--- src/sdpd_map.vh ---
`ifndef SDPD_MAP_VH
`define SDPD_MAP_VH
// command encodings {cs_n, ras_n, cas_n, we_n}
`define SDPD_CMD_DES_BIT 3
`define SDPD_CMD_NOP     4'h7
`define SDPD_CMD_ACT     4'h3
`define SDPD_CMD_RD      4'h5
`define SDPD_CMD_WR      4'h4
`define SDPD_CMD_PRE     4'h2
`define SDPD_CMD_REF     4'h1
`define SDPD_CMD_MRS     4'h0
// mode register 0 fields
`define SDPD_MR0_PPD_BIT 12
`define SDPD_MR0_WR_HI   11
`define SDPD_MR0_WR_LO   9
`define SDPD_MR0_RST     13'h0000
// address bit 10 selects auto precharge / all banks
`define SDPD_AP_BIT      10
// timing figures
`define SDPD_CLK_PS      10000
`define SDPD_RST_LOW_NS  100
`define SDPD_XPDLL_NS    24
`define SDPD_XPDLL_CK    10
`endif

--- src/sdpd_bank_track.v ---
`timescale 1ns/1ps
// tracks open banks; a bank counts as open once activated until precharged
module sdpd_bank_track #(
	parameter BANKS = 8
) (
	// clock and reset
	input  wire             clock,
	input  wire             reset_n,
	// decoded commands
	input  wire             act,
	input  wire             pre,
	input  wire             pre_all,
	input  wire [2:0]       bank,
	// state
	output wire             any_open
);
	reg [BANKS-1:0] open_mask;

	always @(posedge clock or negedge reset_n) begin
		if (!reset_n) begin
			open_mask <= {BANKS{1'b0}};
		end else if (act) begin
			open_mask <= open_mask | ({{(BANKS-1){1'b0}}, 1'b1} << bank);
		end else if (pre_all) begin
			open_mask <= {BANKS{1'b0}};
		end else if (pre) begin
			open_mask <= open_mask & ~({{(BANKS-1){1'b0}}, 1'b1} << bank);
		end
	end

	assign any_open = |open_mask;
endmodule

--- src/sdpd_delay_count.v ---
`timescale 1ns/1ps
// loadable down-counter; done is high when the count has run out
module sdpd_delay_count #(
	parameter W = 8
) (
	// clock and reset
	input  wire         clock,
	input  wire         reset_n,
	// load
	input  wire         load,
	input  wire [W-1:0] value,
	// state
	output wire         done
);
	reg [W-1:0] count;

	always @(posedge clock or negedge reset_n) begin
		if (!reset_n) begin
			count <= {W{1'b0}};
		end else if (load) begin
			count <= value;
		end else if (count != {W{1'b0}}) begin
			count <= count - {{(W-1){1'b0}}, 1'b1};
		end
	end

	assign done = (count == {W{1'b0}});
endmodule

--- src/sdpd_power_down.v ---
`timescale 1ns/1ps
// Operation
// - enter power-down when clock enable sampled low with nop or deselect
// - write recovery clocks come from mode register 0 bits 11 to 9
// - power-down disables buffers except clock, termination, enable, reset
// - open bank gives active power-down, all closed gives precharge power-down
// - precharge power-down turns dll off on slow exit; active keeps dll on
// - reset low while powered down leaves power-down into reset state
// - exit when clock enable sampled high with nop or deselect
// - slow-exit termination asynchronous until tanpd plus txpdll after exit
// - reset acts asynchronously, held low 100ns, outputs and termination off; the bench start releases it after 86ns
// - reset clears counters except refresh counters; data becomes undefined
`include "sdpd_map.vh"
module sdpd_power_down #(
	parameter BANKS    = 8,
	parameter ANPD_CK  = 8,
	parameter REF_BITS = 13
) (
	// clock and reset
	input  wire        clock,
	input  wire        reset_n,
	// command pins
	input  wire        cke,
	input  wire        cs_n,
	input  wire        ras_n,
	input  wire        cas_n,
	input  wire        we_n,
	input  wire [2:0]  bank,
	input  wire [12:0] addr,
	// state outputs
	output reg         powered_down,
	output reg         active_pd,
	output reg         precharge_pd,
	output reg         dll_on,
	output reg         buffers_on,
	output reg         odt_async,
	output reg         outputs_on,
	output reg         odt_allowed,
	output reg [12:0]  mr0,
	output reg [3:0]   wr_clocks,
	output reg [REF_BITS-1:0] refresh_ptr
);
	localparam ST_RUN = 3'b001;
	localparam ST_PD  = 3'b010;
	localparam ST_RST = 3'b100;
	localparam integer XPDLL_NS_CK = (`SDPD_XPDLL_NS * 1000 + `SDPD_CLK_PS - 1) / `SDPD_CLK_PS;
	localparam integer XPDLL_CK = (XPDLL_NS_CK > `SDPD_XPDLL_CK) ? XPDLL_NS_CK : `SDPD_XPDLL_CK;
	localparam integer ODT_HOLD_I = XPDLL_CK + ANPD_CK;
	localparam [7:0] ODT_HOLD = ODT_HOLD_I[7:0];

	reg  [2:0] state;
	reg  [2:0] next_state;
	reg        slow_pd;
	wire [3:0] cmd = {cs_n, ras_n, cas_n, we_n};
	wire       idle_cmd = cs_n | (cmd == `SDPD_CMD_NOP);
	wire       act = ~cs_n & (cmd == `SDPD_CMD_ACT);
	wire       pre = ~cs_n & (cmd == `SDPD_CMD_PRE);
	wire       ref_cmd = ~cs_n & (cmd == `SDPD_CMD_REF);
	wire       mrs0 = ~cs_n & (cmd == `SDPD_CMD_MRS) & (bank == 3'h0);
	wire       any_open;
	wire       odt_done;
	wire       enter = (state == ST_RUN) & ~cke & idle_cmd;
	wire       leave = (state == ST_PD) & cke & idle_cmd;

	// write recovery code to clocks
	function [3:0] wr_decode;
		input [2:0] code;
		begin
			case (code)
			3'h0: wr_decode = 4'h0;
			3'h1: wr_decode = 4'h5;
			3'h2: wr_decode = 4'h6;
			3'h3: wr_decode = 4'h7;
			3'h4: wr_decode = 4'h8;
			3'h5: wr_decode = 4'ha;
			3'h6: wr_decode = 4'hc;
			default: wr_decode = 4'he;
			endcase
		end
	endfunction

	sdpd_bank_track #(
		.BANKS(BANKS)
	) u_banks (
		.clock   (clock),
		.reset_n (reset_n),
		.act     (act && state == ST_RUN),
		.pre     (pre && state == ST_RUN && !addr[`SDPD_AP_BIT]),
		.pre_all (pre && state == ST_RUN && addr[`SDPD_AP_BIT]),
		.bank    (bank),
		.any_open(any_open)
	);

	// asynchronous termination hold after slow exit
	sdpd_delay_count #(
		.W(8)
	) u_odt_hold (
		.clock  (clock),
		.reset_n(reset_n),
		.load   (leave && slow_pd),
		.value  (ODT_HOLD),
		.done   (odt_done)
	);

	always @* begin
		next_state = state;
		case (state)
		ST_RUN: begin
			if (enter) begin
				next_state = ST_PD;
			end
		end
		ST_PD: begin
			if (leave) begin
				next_state = ST_RUN;
			end
		end
		ST_RST: begin
			next_state = ST_RUN;
		end
		default: begin
			next_state = ST_RUN;
		end
		endcase
	end

	// reset is asynchronous and also pulls out of power-down
	always @(posedge clock or negedge reset_n) begin
		if (!reset_n) begin
			state <= ST_RST;
			mr0 <= `SDPD_MR0_RST;
			wr_clocks <= 4'h0;
			slow_pd <= 1'b0;
			powered_down <= 1'b0;
			active_pd <= 1'b0;
			precharge_pd <= 1'b0;
			dll_on <= 1'b0;
			buffers_on <= 1'b0;
			outputs_on <= 1'b0;
			odt_allowed <= 1'b0;
			odt_async <= 1'b0;
		end else begin
			state <= next_state;
			outputs_on <= 1'b1;
			odt_allowed <= 1'b1;
			if (mrs0 && state == ST_RUN) begin
				mr0 <= addr;
				wr_clocks <= wr_decode(addr[`SDPD_MR0_WR_HI:`SDPD_MR0_WR_LO]);
			end
			if (enter) begin
				powered_down <= 1'b1;
				buffers_on <= 1'b0;
				active_pd <= any_open;
				precharge_pd <= ~any_open;
				dll_on <= any_open | mr0[`SDPD_MR0_PPD_BIT];
				slow_pd <= ~any_open & ~mr0[`SDPD_MR0_PPD_BIT];
				odt_async <= ~any_open & ~mr0[`SDPD_MR0_PPD_BIT];
			end else if (leave) begin
				powered_down <= 1'b0;
				active_pd <= 1'b0;
				precharge_pd <= 1'b0;
				buffers_on <= 1'b1;
				dll_on <= 1'b1;
				slow_pd <= 1'b0;
			end else if (state == ST_RST) begin
				buffers_on <= 1'b1;
				dll_on <= 1'b1;
			end else if (state == ST_RUN && odt_done) begin
				odt_async <= 1'b0;
			end
		end
	end

	// refresh counter survives reset
	always @(posedge clock) begin
		if (ref_cmd && state == ST_RUN) begin
			refresh_ptr <= refresh_ptr + {{(REF_BITS-1){1'b0}}, 1'b1};
		end
	end
endmodule

--- config.mk ---
export PLATFORM = sky130hd
export DESIGN_NAME = sdpd_power_down
export DESIGN_NICKNAME = d
export VERILOG_FILES = /design/src/sdpd_bank_track.v /design/src/sdpd_delay_count.v /design/src/sdpd_power_down.v
export VERILOG_INCLUDE_DIRS = /design/src
export SDC_FILE = /design/constraint.sdc
export NUM_CORES = 1
export LEC_CHECK = 0
export ABC_CLOCK_PERIOD_IN_PS = 2700
export CORE_MARGIN = 3
export CORE_UTILIZATION = 45
export DETAILED_ROUTE_END_ITERATION = 8
export DONT_BUFFER_PORTS = 1
export PLACE_DENSITY = 0.58
export SLEW_MARGIN = 20
export SYNTH_ARGS = -nofsm -noshare
export SYNTH_HDL_FRONTEND = slang
export SYNTH_SLANG_ARGS = --single-unit
--- constraint.sdc ---
create_clock -name clock -period 2.7 [get_ports clock]
set_input_delay 0.135 -clock clock [delete_from_list [all_inputs] [get_ports clock]]
set_output_delay 0.135 -clock clock [all_outputs]
set_load 0.005 [all_outputs]
==> Word level (Yosys, flattened, before mapping) <==
Index checks and enable logic that the tools add are counted.
{ "op_classes": {"n_reduce_logical": 22, "eq_ne": 17, "n_shift": 1, "muxes": 22, "addsub": 2, "bitwise": 19} }
{ "op_table": {"columns": ["operator", "n"], "rows": [
  ["2-to-1 mux 8 bit", 5],
  ["case mux 4 bit (7 select lines)", 1],
  ["adder 13 x 1 -> 13 bit, second input constant", 1],
  ["2-to-1 mux 1 bit", 13],
  ["== test 3 bit, second input constant", 4],
  ["AND 1 bit", 10],
  ["== test 3 x 2 -> 1 bit, second input constant", 3],
  ["AND 8 bit", 1],
  ["== test 4 x 2 -> 1 bit, second input constant", 2],
  ["logical AND 1 bit", 8],
  ["zero test 8 bit", 1],
  ["inequality test 2 bit, second input constant", 4],
  ["NOT 8 bit", 1],
  ["bitwise OR 8 bit", 1],
  ["nonzero test 8 bit", 1],
  ["OR reduction 8 bit", 1],
  ["left shift 1 x 3 -> 8 bit, first input constant", 1],
  ["subtractor 8 x 1 -> 8 bit, second input constant", 1],
  ["== test 3 x 1 -> 1 bit, second input constant", 2],
  ["zero test 3 bit", 2],
  ["2-to-1 mux 3 bit", 2],
  ["case mux 3 bit (2 select lines)", 1],
  ["nonzero test 2 bit", 3],
  ["nonzero test 3 bit", 2],
  ["8 further kinds", 12]
]} }
{ "word_totals": {"ff_bits": 57, "out_inout_bits": 38} }

==> Logic depth before layout (Yosys ltp) <==
Gate-level depths: netlist of run 1.
{ "logic_depth": {"word_depth": 7, "mapped_depth": 7} }

==> By module <==
A second synthesis of run 1 with hierarchy kept.
{ "hier_totals": {"hier_cells": 240, "area_unflattened_um2": 2751.4} }
{ "modules_own_cells": {"columns": ["mod", "area_per_inst_um2", "instances", "cells_each"], "rows": [
  ["sdpd_power_down", 1826.8, 1, 138],
  ["sdpd_delay_count", 476.7, 1, 54],
  ["sdpd_bank_track", 447.9, 1, 48]
]} }

==> Worst setup path after synthesis of run 1 <==
No wires, ideal clock.
{ "synth_timing": {"path_type": "reg2reg", "start": "register state[2]", "end": "register u_banks.open_mask[5]", "slack_ns": 1.008, "arrival_time_ns": 1.570, "stages_incl_launch_ff": 7, "period_less_slack_ns": 1.692, "path_cell_list": "dfstp_2 buf_6 or3b_4 nor4b_4 and2b_1 buf_6 a21oi_1"} }
{ "synth_between": {"elab_chain_cells": 5, "word_cells_on_any_way": 8, "classes_between": "eq/ne (1); mux (2); reduce/logical (5)"} }
{ "synth_rtl": {"columns": ["item", "line_no", "rtl"], "rows": [
  ["start: declaration", "sdpd_power_down.v:51", "reg [2:0] state;"],
  ["start signal: assignment", "sdpd_power_down.v:143", "state <= next_state;"],
  ["== test 3 x 1 -> 1 bit *", "sdpd_power_down.v:87, sdpd_power_down.v:88, sdpd_power_down.v:89", null],
  ["logical AND 1 bit", "sdpd_power_down.v:88, sdpd_power_down.v:89", null],
  ["logical AND 1 bit", "sdpd_power_down.v:89", ".pre_all (pre && state == ST_RUN && addr[`SDPD_AP_BIT]),"],
  ["2-to-1 mux 8 bit", "sdpd_bank_track.v:24", "end else if (pre_all) begin"],
  ["2-to-1 mux 8 bit", "sdpd_bank_track.v:22", "end else if (act) begin"],
  ["end signal: assignment", "sdpd_bank_track.v:21", "open_mask <= {BANKS{1'b0}};"],
  ["end signal: assignment", "sdpd_bank_track.v:23", "open_mask <= open_mask | ({{(BANKS-1){1'b0}}, 1'b1} << bank);"],
  ["end signal: assignment", "sdpd_bank_track.v:25", "open_mask <= {BANKS{1'b0}};"],
  ["end: declaration", "sdpd_bank_track.v:17", "reg [BANKS-1:0] open_mask;"]
]} }
Every way passes the cells marked *; elsewhere a longest branch is shown, timed or not.
A chain may end at the register's enable or synchronous reset.

==> Worst setup path in the final report of run 1 <==
{ "layout_timing": {"start": "register state[0]", "end": "register u_banks.open_mask[7]"} }
Same word-level chain as after synthesis.

==> results of run 1 <==
cell type report:
type                            instances  area, sq um
Sequential cell                        57         1490
Inverter                                7         26.3
Multi-Input combinational cell        162         1110
Clock buffer                           12          176
Clock inverter                          4         23.8
Fill cell                             488         2520
Tap cell                               72         90.1
Timing Repair Buffer                   19          203
routing by layer:
| metal | vias up | part of all wire | GRT usage |
|---|---|---|---|
| met5 | - | 0 | 0 |
| met4 | 0 | 0.015 | 0.0669 |
| met3 | 6 | 0.083 | 0.0893 |
| met2 | 45 | 0.44 | 0.227 |
| met1 | 866 | 0.46 | 0.213 |
| li1 | 879 | - | - |
synthesized netlist by cell type, drive strengths merged (2+ instances only):
library cell and n:
o21ai 6, nand3 5, nor4 5, nand2 18, or2 5, a21oi 16, clkbuf 3, nor2 15
conb 2, nand4 2, a31oi 5, inv 7, nand3b 2, xnor2 7, and3 2, nor3 7
a21boi 2, nor3b 2, or3b 2, a211o 2, ha 3, dfrtp 43, o211ai 2, a22oi 2
nor2b 11, xor2 6, edfxtp 13, a21o 3, or3 3, buf 7, mux2i 3, mux2 15
flip-flops by register name (all words and copies together) (netlist names):
name,cells
state,3
wr_clocks,4
odt_allowed,1
precharge_pd,1
mr0,13
odt_async,1
powered_down,1
u_banks.open_mask,8
refresh_ptr,13
dll_on,1
buffers_on,1
active_pd,1
slow_pd,1
u_odt_hold.count,8
metrics by stage:
stage | cells | power (mW) | util
3_5_place_dp | 300 | 1.45 | 0.484
3_3_place_gp | 300 | 1.45 | 0.484
6_report | 333 | 2.24 | 0.553
4_1_cts | 333 | 2.27 | 0.553
5_1_grt | 333 | 2.38 | 0.553
2_1_floorplan | 236 | 1.39 | -
where the power goes:
part | switching, mW | internal, mW | total, mW | leakage, nW
registers | 0.110 | 1.00 | 1.11 | 0.676
logic | 0.169 | 0.191 | 0.360 | 0.592
clock network | 0.331 | 0.435 | 0.766 | 0.107
how the worst max path moves through the flow:
stage,startpoint,endpoint,slack [ps],depth (start not counted)
2_1_floorplan,state[2]$_DFFE_PN1P_,u_banks.open_mask[5]$_DFFE_PN0P_,1010,6
3_3_place_gp,state[0]$_DFFE_PN0P_,u_banks.open_mask[1]$_DFFE_PN0P_,800,5
3_5_place_dp,state[0]$_DFFE_PN0P_,u_banks.open_mask[3]$_DFFE_PN0P_,790,5
4_1_cts,state[0]$_DFFE_PN0P_,u_banks.open_mask[2]$_DFFE_PN0P_,780,5
5_1_grt,state[0]$_DFFE_PN0P_,u_banks.open_mask[1]$_DFFE_PN0P_,640,5
6_report,state[0]$_DFFE_PN0P_,u_banks.open_mask[7]$_DFFE_PN0P_,790,5
kinds of logic (layout without fill, tap and decap cells):
family	count (synthesis)	after routing	share of synthesized area
compound gates	43	43	0.102
xor+xnor	13	13	0.0423
fa+ha+maj	3	3	0.0139
buf+inv	17	42	0.0344
flops	57	57	0.554
mux	18	18	0.0739
other cells	2	2	0.00279
simple gates	83	83	0.176
timing repair:
action,4_1_cts,5_1_grt
hold buffers,17,0
hold endpoints to repair,67,0
setup buffers,0,0
==> impl_metrics.csv, run 1 <==
group,metric,value,unit
detailed_routing,viasPerCell,5.39,
global_routing,grt_pass1_wl,8.91,mm
sta,hold_violations,0,
floorplanning,die_w,83.4,um
setup_path,end_kind,"flip-flop",
place,placed_area,2730,sq um
floorplanning,core,5640,sq um
global_routing,grt-ovfl-total,0,
logic_synthesis,synth_warnings,0,
logic_synthesis,seq_area_frac_synth,0.554,
logic_synthesis,synth_top_area_frac,0.400,
logic_synthesis,syn-cell-area,2690,sq um
logic_synthesis,syn_nets,262,
clocking,clk_pin_slew_worst_paths,60,ps
setup_path,crit_path_max_incr_delay,530,ps
finish,final_common_cell,"dfrtp_1",
logic_synthesis,synth-edff-count,13,
setup_path,rrSetupSlack,790,ps
sta,slew_headroom,0.616,
floorplanning,rows,27,
setup_path,crit_fanout,11,
sta,worst_slack,787,ps
sta,fmax,523,MHz
detailed_routing,drc_errors,0,
setup_path,timing.rr.start,"state[0]$_DFFE_PN0P_",
clocking,postCtsResizedCells,0,
setup_path,worstPathArrival,2120,ps
place,place_ws,786,ps
clocking,cts_tree,"yes",
min_path,hold_class,"primary input to flip-flop",
floorplanning,die_h,83.4,um
logic_synthesis,synth_area_leaders,"dfrtp_1 40%, edfxtp_1 14%, mux2_2 6.3%",
setup_path,crit_slowest_cell,"dfrtp_1",
sta,slew_violations,0,
run_status,status,"completed",
setup_path,crit_chain,"or3b_4, nor4b_4, buf_4, and2b_1, a21oi_1",
clocking,cts_made_buffers,9,
power,leakagePower,1.37,nW
detailed_routing,drt-initial-drc-count,58,
sta,tns,0,ps
setup_path,cpLargestDelayFamily,"simple AND/OR/NAND/NOR gates",
clocking,clk-insertion-delay-late,330,ps
logic_synthesis,synth.distinct_cells,50,
power,p_per_area,717,nW/um^2
logic_synthesis,syn_avg_cell_area,11.4,sq um
detailed_routing,ant_nets,0,
logic_synthesis,yosys_most_used_dff,"dfrtp_1",
detailed_routing,num_vias,1796,
logic_synthesis,synth_area_leader_cell,"dfrtp_1",
min_path,holdPathStages,2,
place,numPortBuffers,0,
place,gp_congestion,0.778,
floorplanning,io_pins,61,
setup_path,crit_required,2900,ps
detailed_routing,routed_wl,5.15,mm
finish,n_antenna_cell,0,
global_routing,grt_max_degree,45,
finish,postLayoutCellArea,3120,sq um
sta,skew,7.27,ps
sta,tightest_slew,576,ps
sta,period_share,0.709,
min_path,worstHoldEndpoint,"wr_clocks[1]$_DFFE_PN0P_",
finish,layout-drive-gt1-share,0.184,
global_routing,antenna_found_initial,0,
logic_synthesis,async_reset_ff_frac,0.772,
logic_synthesis,synth_seq_cells,57,
setup_path,critPathKind,"flip-flop to flip-flop",
setup_path,critPathBufInv,1,
sta,rsz0062_at_grt,"no",
flow_run,maxCapViolCount,0,
min_path,hold_start,"addr[10]",
clocking,max-clock-path-buffers,2,
finish,fin_nets,282,
floorplanning,fp.dieArea,6950,sq um
clocking,root_buffer,"clkbuf_8",
clocking,clkSinkCount,57,
setup_path,reg2reg_to,"u_banks.open_mask[7]$_DFFE_PN0P_",
floorplanning,start_util,0.477,
global_routing,grt_pass1_vias,1779,
sta,timing.final.crit_period,1910,ps
global_routing,grtUsageTotal,0.164,
logic_synthesis,synthCells,236,
sta,holdWs,19.0,ps
setup_path,start_kind,"flip-flop",
power,ir_drop,0.323,mV
sta,setup_viol,0,
finish,layout_common_cells,"43 x dfrtp_1, 18 x nand2_1, 16 x a21oi_1, 16 x dlygate4sd3_1",
detailed_routing,dr.pass1.iters,4,
setup_path,worst_r2r_path_depth,5,
clocking,htreeDepth,3,
place,dpl.hpwl,3.46,mm
detailed_routing,wire_per_inst,15.5,um
finish,areaGrowthSynthToFinish,15.8,%
No activity file was read; power rests on OpenSTA's default activity.
==> inputs of run 2 (changes only) <==
Settings changed: ABC_CLOCK_PERIOD_IN_PS 2700 to 1800.
Clock period 2.7 ns to 1.8 ns, I/O delays scaled along.
==> impl_metrics.csv, run 2 (synthesis gave the netlist of run 1 again) <==
group,metric,value,unit
floorplanning,core,5640,sq um
floorplanning,fp.dieArea,6950,sq um
clocking,post-cts-setup-buffers,0,
clocking,clk_pin_slew_worst_paths,60,ps
setup_path,crit_path_max_incr_delay,380,ps
setup_path,crit_chain,"buf_4, nor3b_1, nand4b_1, buf_12, mux2_2",
power,ir_drop,0.580,mV
clocking,cts_tree,"yes",
finish,n_antenna_cell,0,
finish,fin_nets,294,
place,place_inst,311,
finish,finalNonFillerCells,345,
sta,slew_violations,0,
setup_path,crit_slowest_cell,"dfrtp_1",
global_routing,grt-ovfl-total,0,
floorplanning,start_util,0.477,
detailed_routing,routed_wl,5.26,mm
sta,rsz0062_at_grt,"no",
global_routing,antenna_found_initial,0,
clocking,postCtsResizedCells,0,
detailed_routing,drc_errors,0,
floorplanning,die_w,83.4,um
sta,fmax,607,MHz
detailed_routing,viasPerCell,5.31,
setup_path,crit_required,2020,ps
global_routing,grtUsageTotal,0.166,
finish,layout_common_cells,"43 x dfrtp_1, 18 x nand2_1, 17 x dlygate4sd3_1, 16 x a21oi_1",
sta,setup_viol,0,
floorplanning,rows,27,
power,p_per_area,1090,nW/um^2
place,dpl.hpwl,3.55,mm
global_routing,grt_pass1_vias,1874,
setup_path,critPathBufInv,2,
detailed_routing,num_vias,1833,
clocking,root_buffer,"clkbuf_8",
flow_run,maxCapViolCount,0,
finish,final_common_cell,"dfrtp_1",
sta,tns,0,ps
floorplanning,io_pins,61,
finish,reg_top3,"mr0 (13), refresh_ptr (13)",
global_routing,grt_pass1_wl,9.20,mm
setup_path,cpLargestDelayFamily,"simple AND/OR/NAND/NOR gates",
setup_path,worstPathArrival,1860,ps
place,numPortBuffers,0,
floorplanning,die_h,83.4,um
setup_path,start_kind,"flip-flop",
detailed_routing,drt-initial-drc-count,70,
finish,layout-drive-gt1-share,0.216,
clocking,htreeDepth,3,
detailed_routing,wire_per_inst,15.3,um
clocking,clkSinkCount,57,
place,gp_congestion,0.710,
setup_path,critPathKind,"flip-flop to flip-flop",
detailed_routing,ant_nets,0,
sta,holdWs,16.9,ps
clocking,cts_made_buffers,9,
sta,skew,6.57,ps
sta,hold_violations,0,
setup_path,end_kind,"flip-flop",
clocking,clk-insertion-delay-late,330,ps
setup_path,crit_fanout,19,
run_status,status,"completed",
clocking,postCtsHoldBufs,18,
setup_path,rrSetupSlack,150,ps
sta,period_share,0.915,
clocking,max-clock-path-buffers,2,
min_path,hold_class,"primary input to flip-flop",
power,leakagePower,1.45,nW
finish,areaGrowthSynthToFinish,20.6,%
detailed_routing,dr.pass1.iters,4,
sta,timing.final.crit_period,1650,ps
global_routing,grt_max_degree,45,
[run 2: cell count changes in the layout (fill, tap and decap cells not counted), sizes merged]
cell         previous run  this run
buf                     3        14
clkinv                  4         2
bufinv                  0         1
clkinvlp                0         1
dlygate4sd3            16        17
[run 2: metrics by stage]
stage          cell area [sq um]  worst slack (ps)   util  power [mW]
2_1_floorplan               2690               108      -        2.08
3_3_place_gp                2830               175  0.501        2.20
3_5_place_dp                2830               156  0.501        2.22
4_1_cts                     3250               148  0.576        3.58
5_1_grt                     3250              36.9  0.576        3.76
6_report                    3250               153  0.576        3.54
[run 2: layout make-up]
| type | count | area, sq um |
|---|---|---|
| Fill cell | 483 | 2390 |
| Sequential cell | 57 | 1490 |
| Multi-Input combinational cell | 162 | 1110 |
| Timing Repair Buffer | 31 | 308 |
| Clock buffer | 12 | 176 |
| Tap cell | 72 | 90.1 |
| Clock inverter | 4 | 47.5 |
| Inverter | 7 | 26.3 |
[run 2: power by group]
part | switching [mW] | internal, mW
Sequential | 0.157 | 1.50
Combinational | 0.276 | 0.313
Clock | 0.499 | 0.793
[run 2: path summary, 6_finish.rpt]
kind                                      startpoint                          endpoint  cells past startpoint
worst max-delay path            state[1]$_DFFE_PN0P_                mr0[4]$_DFFE_PN0P_                      5
worst min-delay path                         bank[2]  u_banks.open_mask[0]$_DFFE_PN0P_                      3
worst max register to register  state[1]$_DFFE_PN0P_                mr0[4]$_DFFE_PN0P_                      5
worst min register to register   slow_pd$_DFFE_PN0P_               slow_pd$_DFFE_PN0P_                      2
max in group asynchronous                    reset_n              state[2]$_DFFE_PN1P_                      2
min in group asynchronous                    reset_n            buffers_on$_DFFE_PN0P_                      2
[run 2: worst reg2reg max path, stage by stage, from the launching register on]
cell      delay (ps)
dfrtp_1          380
buf_4            150
nor3b_1          320
nand4b_1         210
buf_12           200
mux2_2           280
[run 2: layer usage]
layer | track usage | up-vias | wire length (um)
met1 | 0.213 | 866 | 2390
li1 | - | 901 | -
met5 | 0 | - | 0
met4 | 0.0758 | 0 | 135
met2 | 0.243 | 54 | 2290
met3 | 0.0714 | 12 | 456
==> inputs of run 3 (changes only) <==
Settings changed: SYNTH_HIERARCHICAL set to 1.
==> impl_metrics.csv, run 3 <==
group,metric,value,unit
sta,slew_headroom,0.649,
setup_path,end_kind,"flip-flop",
logic_synthesis,synth_area_leaders,"dfrtp_1 39%, edfxtp_1 14%, mux2_2 3.7%",
setup_path,crit_chain,"inv_1, ha_1, or3b_4, or3_1, a2bb2oi_1",
global_routing,grt_pass1_wl,9.32,mm
place,gp_congestion,0.796,
finish,areaGrowthSynthToFinish,21.6,%
finish,fin_nets,305,
finish,layout_common_cells,"43 x dfrtp_1, 18 x nor2_1, 17 x dlygate4sd3_1, 16 x nand2_1, 13 x edfxtp_1",
clocking,cts_made_buffers,9,
detailed_routing,routed_wl,5.79,mm
setup_path,timing.rr.start,"u_odt_hold/count[0]$_DFFE_PN0P_",
global_routing,antenna_found_initial,0,
sta,hold_violations,0,
sta,skew,6.19,ps
logic_synthesis,syn-cell-area,2750,sq um
clocking,clkSinkCount,57,
power,leakagePower,1.44,nW
clocking,max-clock-path-buffers,2,
floorplanning,core,5710,sq um
global_routing,grt-ovfl-total,0,
logic_synthesis,yosysMostFrequentCell,"dfrtp_1",
detailed_routing,drc_errors,0,
floorplanning,die_w,84.2,um
sta,tightest_slew,522,ps
finish,num-fill-cells,462,
setup_path,worstPathArrival,1940,ps
setup_path,cpLargestDelayFamily,"simple AND/OR/NAND/NOR gates",
finish,postLayoutCellArea,3350,sq um
logic_synthesis,synth-edff-count,13,
logic_synthesis,synth_seq_cells,57,
finish,reg_top3,"mr0 (13), refresh_ptr (13)",
setup_path,critPathBufInv,1,
min_path,hold_class,"primary input to flip-flop",
logic_synthesis,seq_area_frac_synth,0.543,
setup_path,crit_path_max_incr_delay,430,ps
logic_synthesis,synth_area_leader_cell,"dfrtp_1",
clocking,htreeDepth,3,
floorplanning,start_util,0.482,
setup_path,crit_fanout,7,
detailed_routing,ant_nets,0,
min_path,hold_start,"bank[1]",
sta,tns,0,ps
finish,layout-drive-gt1-share,0.186,
detailed_routing,num_vias,1941,
place,numPortBuffers,0,
global_routing,grt_max_degree,45,
floorplanning,io_pins,61,
power,p_per_area,1100,nW/um^2
sta,period_share,0.938,
logic_synthesis,syn_avg_cell_area,11.5,sq um
global_routing,grt_pass1_vias,1857,
run_status,status,"completed",
logic_synthesis,async_reset_ff_frac,0.772,
finish,n_antenna_cell,0,
detailed_routing,viasPerCell,5.44,
sta,setup_viol,0,
global_routing,grtUsageTotal,0.167,
floorplanning,die_h,84.2,um
logic_synthesis,synthCells,240,
clocking,clk_pin_slew_worst_paths,60,ps
flow_run,maxCapViolCount,0,
detailed_routing,wire_per_inst,16.2,um
finish,seqCellArea,1490,sq um
sta,fmax,592,MHz
clocking,post-cts-setup-buffers,0,
setup_path,crit_slowest_cell,"or3b_4",
logic_synthesis,synth_warnings,6,
setup_path,critPathKind,"flip-flop to flip-flop",
finish,final_common_cell,"dfrtp_1",
logic_synthesis,synth_common_cells,"43 x dfrtp_1, 18 x nor2_1, 16 x nand2_1, 13 x edfxtp_1",
place,placed_area,2900,sq um
logic_synthesis,synth_top_area_frac,0.391,
power,ir_drop,0.670,mV
floorplanning,fp.dieArea,7090,sq um
clocking,root_buffer,"clkbuf_8",
setup_path,start_kind,"flip-flop",
logic_synthesis,synth.distinct_cells,57,
clocking,clk-insertion-delay-late,330,ps
detailed_routing,drt-initial-drc-count,82,
floorplanning,rows,27,
place,dpl.hpwl,3.84,mm
clocking,cts_tree,"yes",
sta,timing.final.crit_period,1690,ps
sta,slew_violations,0,
finish,multi_input_area,1200,sq um
detailed_routing,dr.pass1.iters,4,
setup_path,crit_path_start,"u_odt_hold/count[0]$_DFFE_PN0P_",
logic_synthesis,yosys_most_used_dff,"dfrtp_1",
sta,rsz0062_at_grt,"no",
setup_path,crit_required,2050,ps
-- run 3: changes by cell type after synthesis, sizes merged, moves of 5 or more --
| cell | change |
|---|---|
| nor2b | -7 |
| nand3 | +5 |
| or2 | -5 |
| o22a | +8 |
| a21oi | -10 |
-- run 3: cell families (layout without fill, tap and decap cells) --
| logic type | Yosys count | count (layout) | synth area share |
|---|---|---|---|
| flip-flops | 57 | 57 | 0.543 |
| AND/OR/NAND/NOR | 85 | 85 | 0.170 |
| XOR/XNOR | 12 | 12 | 0.0382 |
| adder cells (fa/ha/maj) | 2 | 2 | 0.00909 |
| other | 2 | 10 | 0.00273 |
| multiplexers | 16 | 16 | 0.0732 |
| AO/OA/AOI/OAI | 49 | 49 | 0.126 |
| buffers and inverters | 17 | 54 | 0.0386 |
-- run 3: worst paths after layout --
check | end | slack, ps | cells past startpoint
max | u_odt_hold/count[4]$_DFFE_PN0P_ | 110 | 5
min | u_banks/open_mask[6]$_DFFE_PN0P_ | 40 | 2
max reg2reg | u_odt_hold/count[4]$_DFFE_PN0P_ | 110 | 5
min reg2reg | slow_pd$_DFFE_PN0P_ | 480 | 1
max in group asynchronous | state[2]$_DFFE_PN1P_ | 1250 | 2
min in group asynchronous | mr0[0]$_DFFE_PN0P_ | 290 | 2
-- run 3: worst reg2reg max path, cell delays in order (launching register included) --
cell       delay (ps)
dfrtp_1           410
inv_1             100
ha_1              180
or3b_4            430
or3_1             350
a2bb2oi_1         150
-- run 3: cell type report --
cell class	count	share of cell area
flip-flops and latches	57	0.446
multi-input cells	174	0.359
clock inverters	2	0.0180
repair buffers	30	0.0898
inverters	8	0.00898
well taps	72	0.0269
clock buffers	14	0.0516
-- run 3: through the flow --
step	std cells	total power [mW]	hold slack, ps	util	setup WS (ps)
3_3_place_gp	323	2.23	-203	0.508	146
4_1_cts	357	3.70	24.7	0.584	55.2
3_5_place_dp	323	2.24	-204	0.508	96.1
6_report	357	3.70	43.7	0.586	111
2_1_floorplan	248	2.10	-206	-	65.7
5_1_grt	357	3.90	33.5	0.586	13.2
-- run 3: timing repair --
action / in CTS / in global routing
hold buffers: 18 / 0
endpoints found under the setup margin: 0 / 8
resized for setup: 0 / 3
hold endpoints to repair: 64 / 0
-- run 3: layer usage --
layer | GRT usage | wire (um) | vias to the layer above
met1 | 0.224 | 2670 | 919
met2 | 0.245 | 2540 | 62
met3 | 0.0589 | 492 | 6
met4 | 0.0746 | 78 | 0
met5 | 0 | 0 | -
li1 | - | - | 954
-- run 3: report_power, final --
group | internal (mW) | switching, mW | leakage, nW
logic | 0.318 | 0.269 | 0.641
registers | 1.51 | 0.210 | 0.683
clock network | 0.895 | 0.494 | 0.117
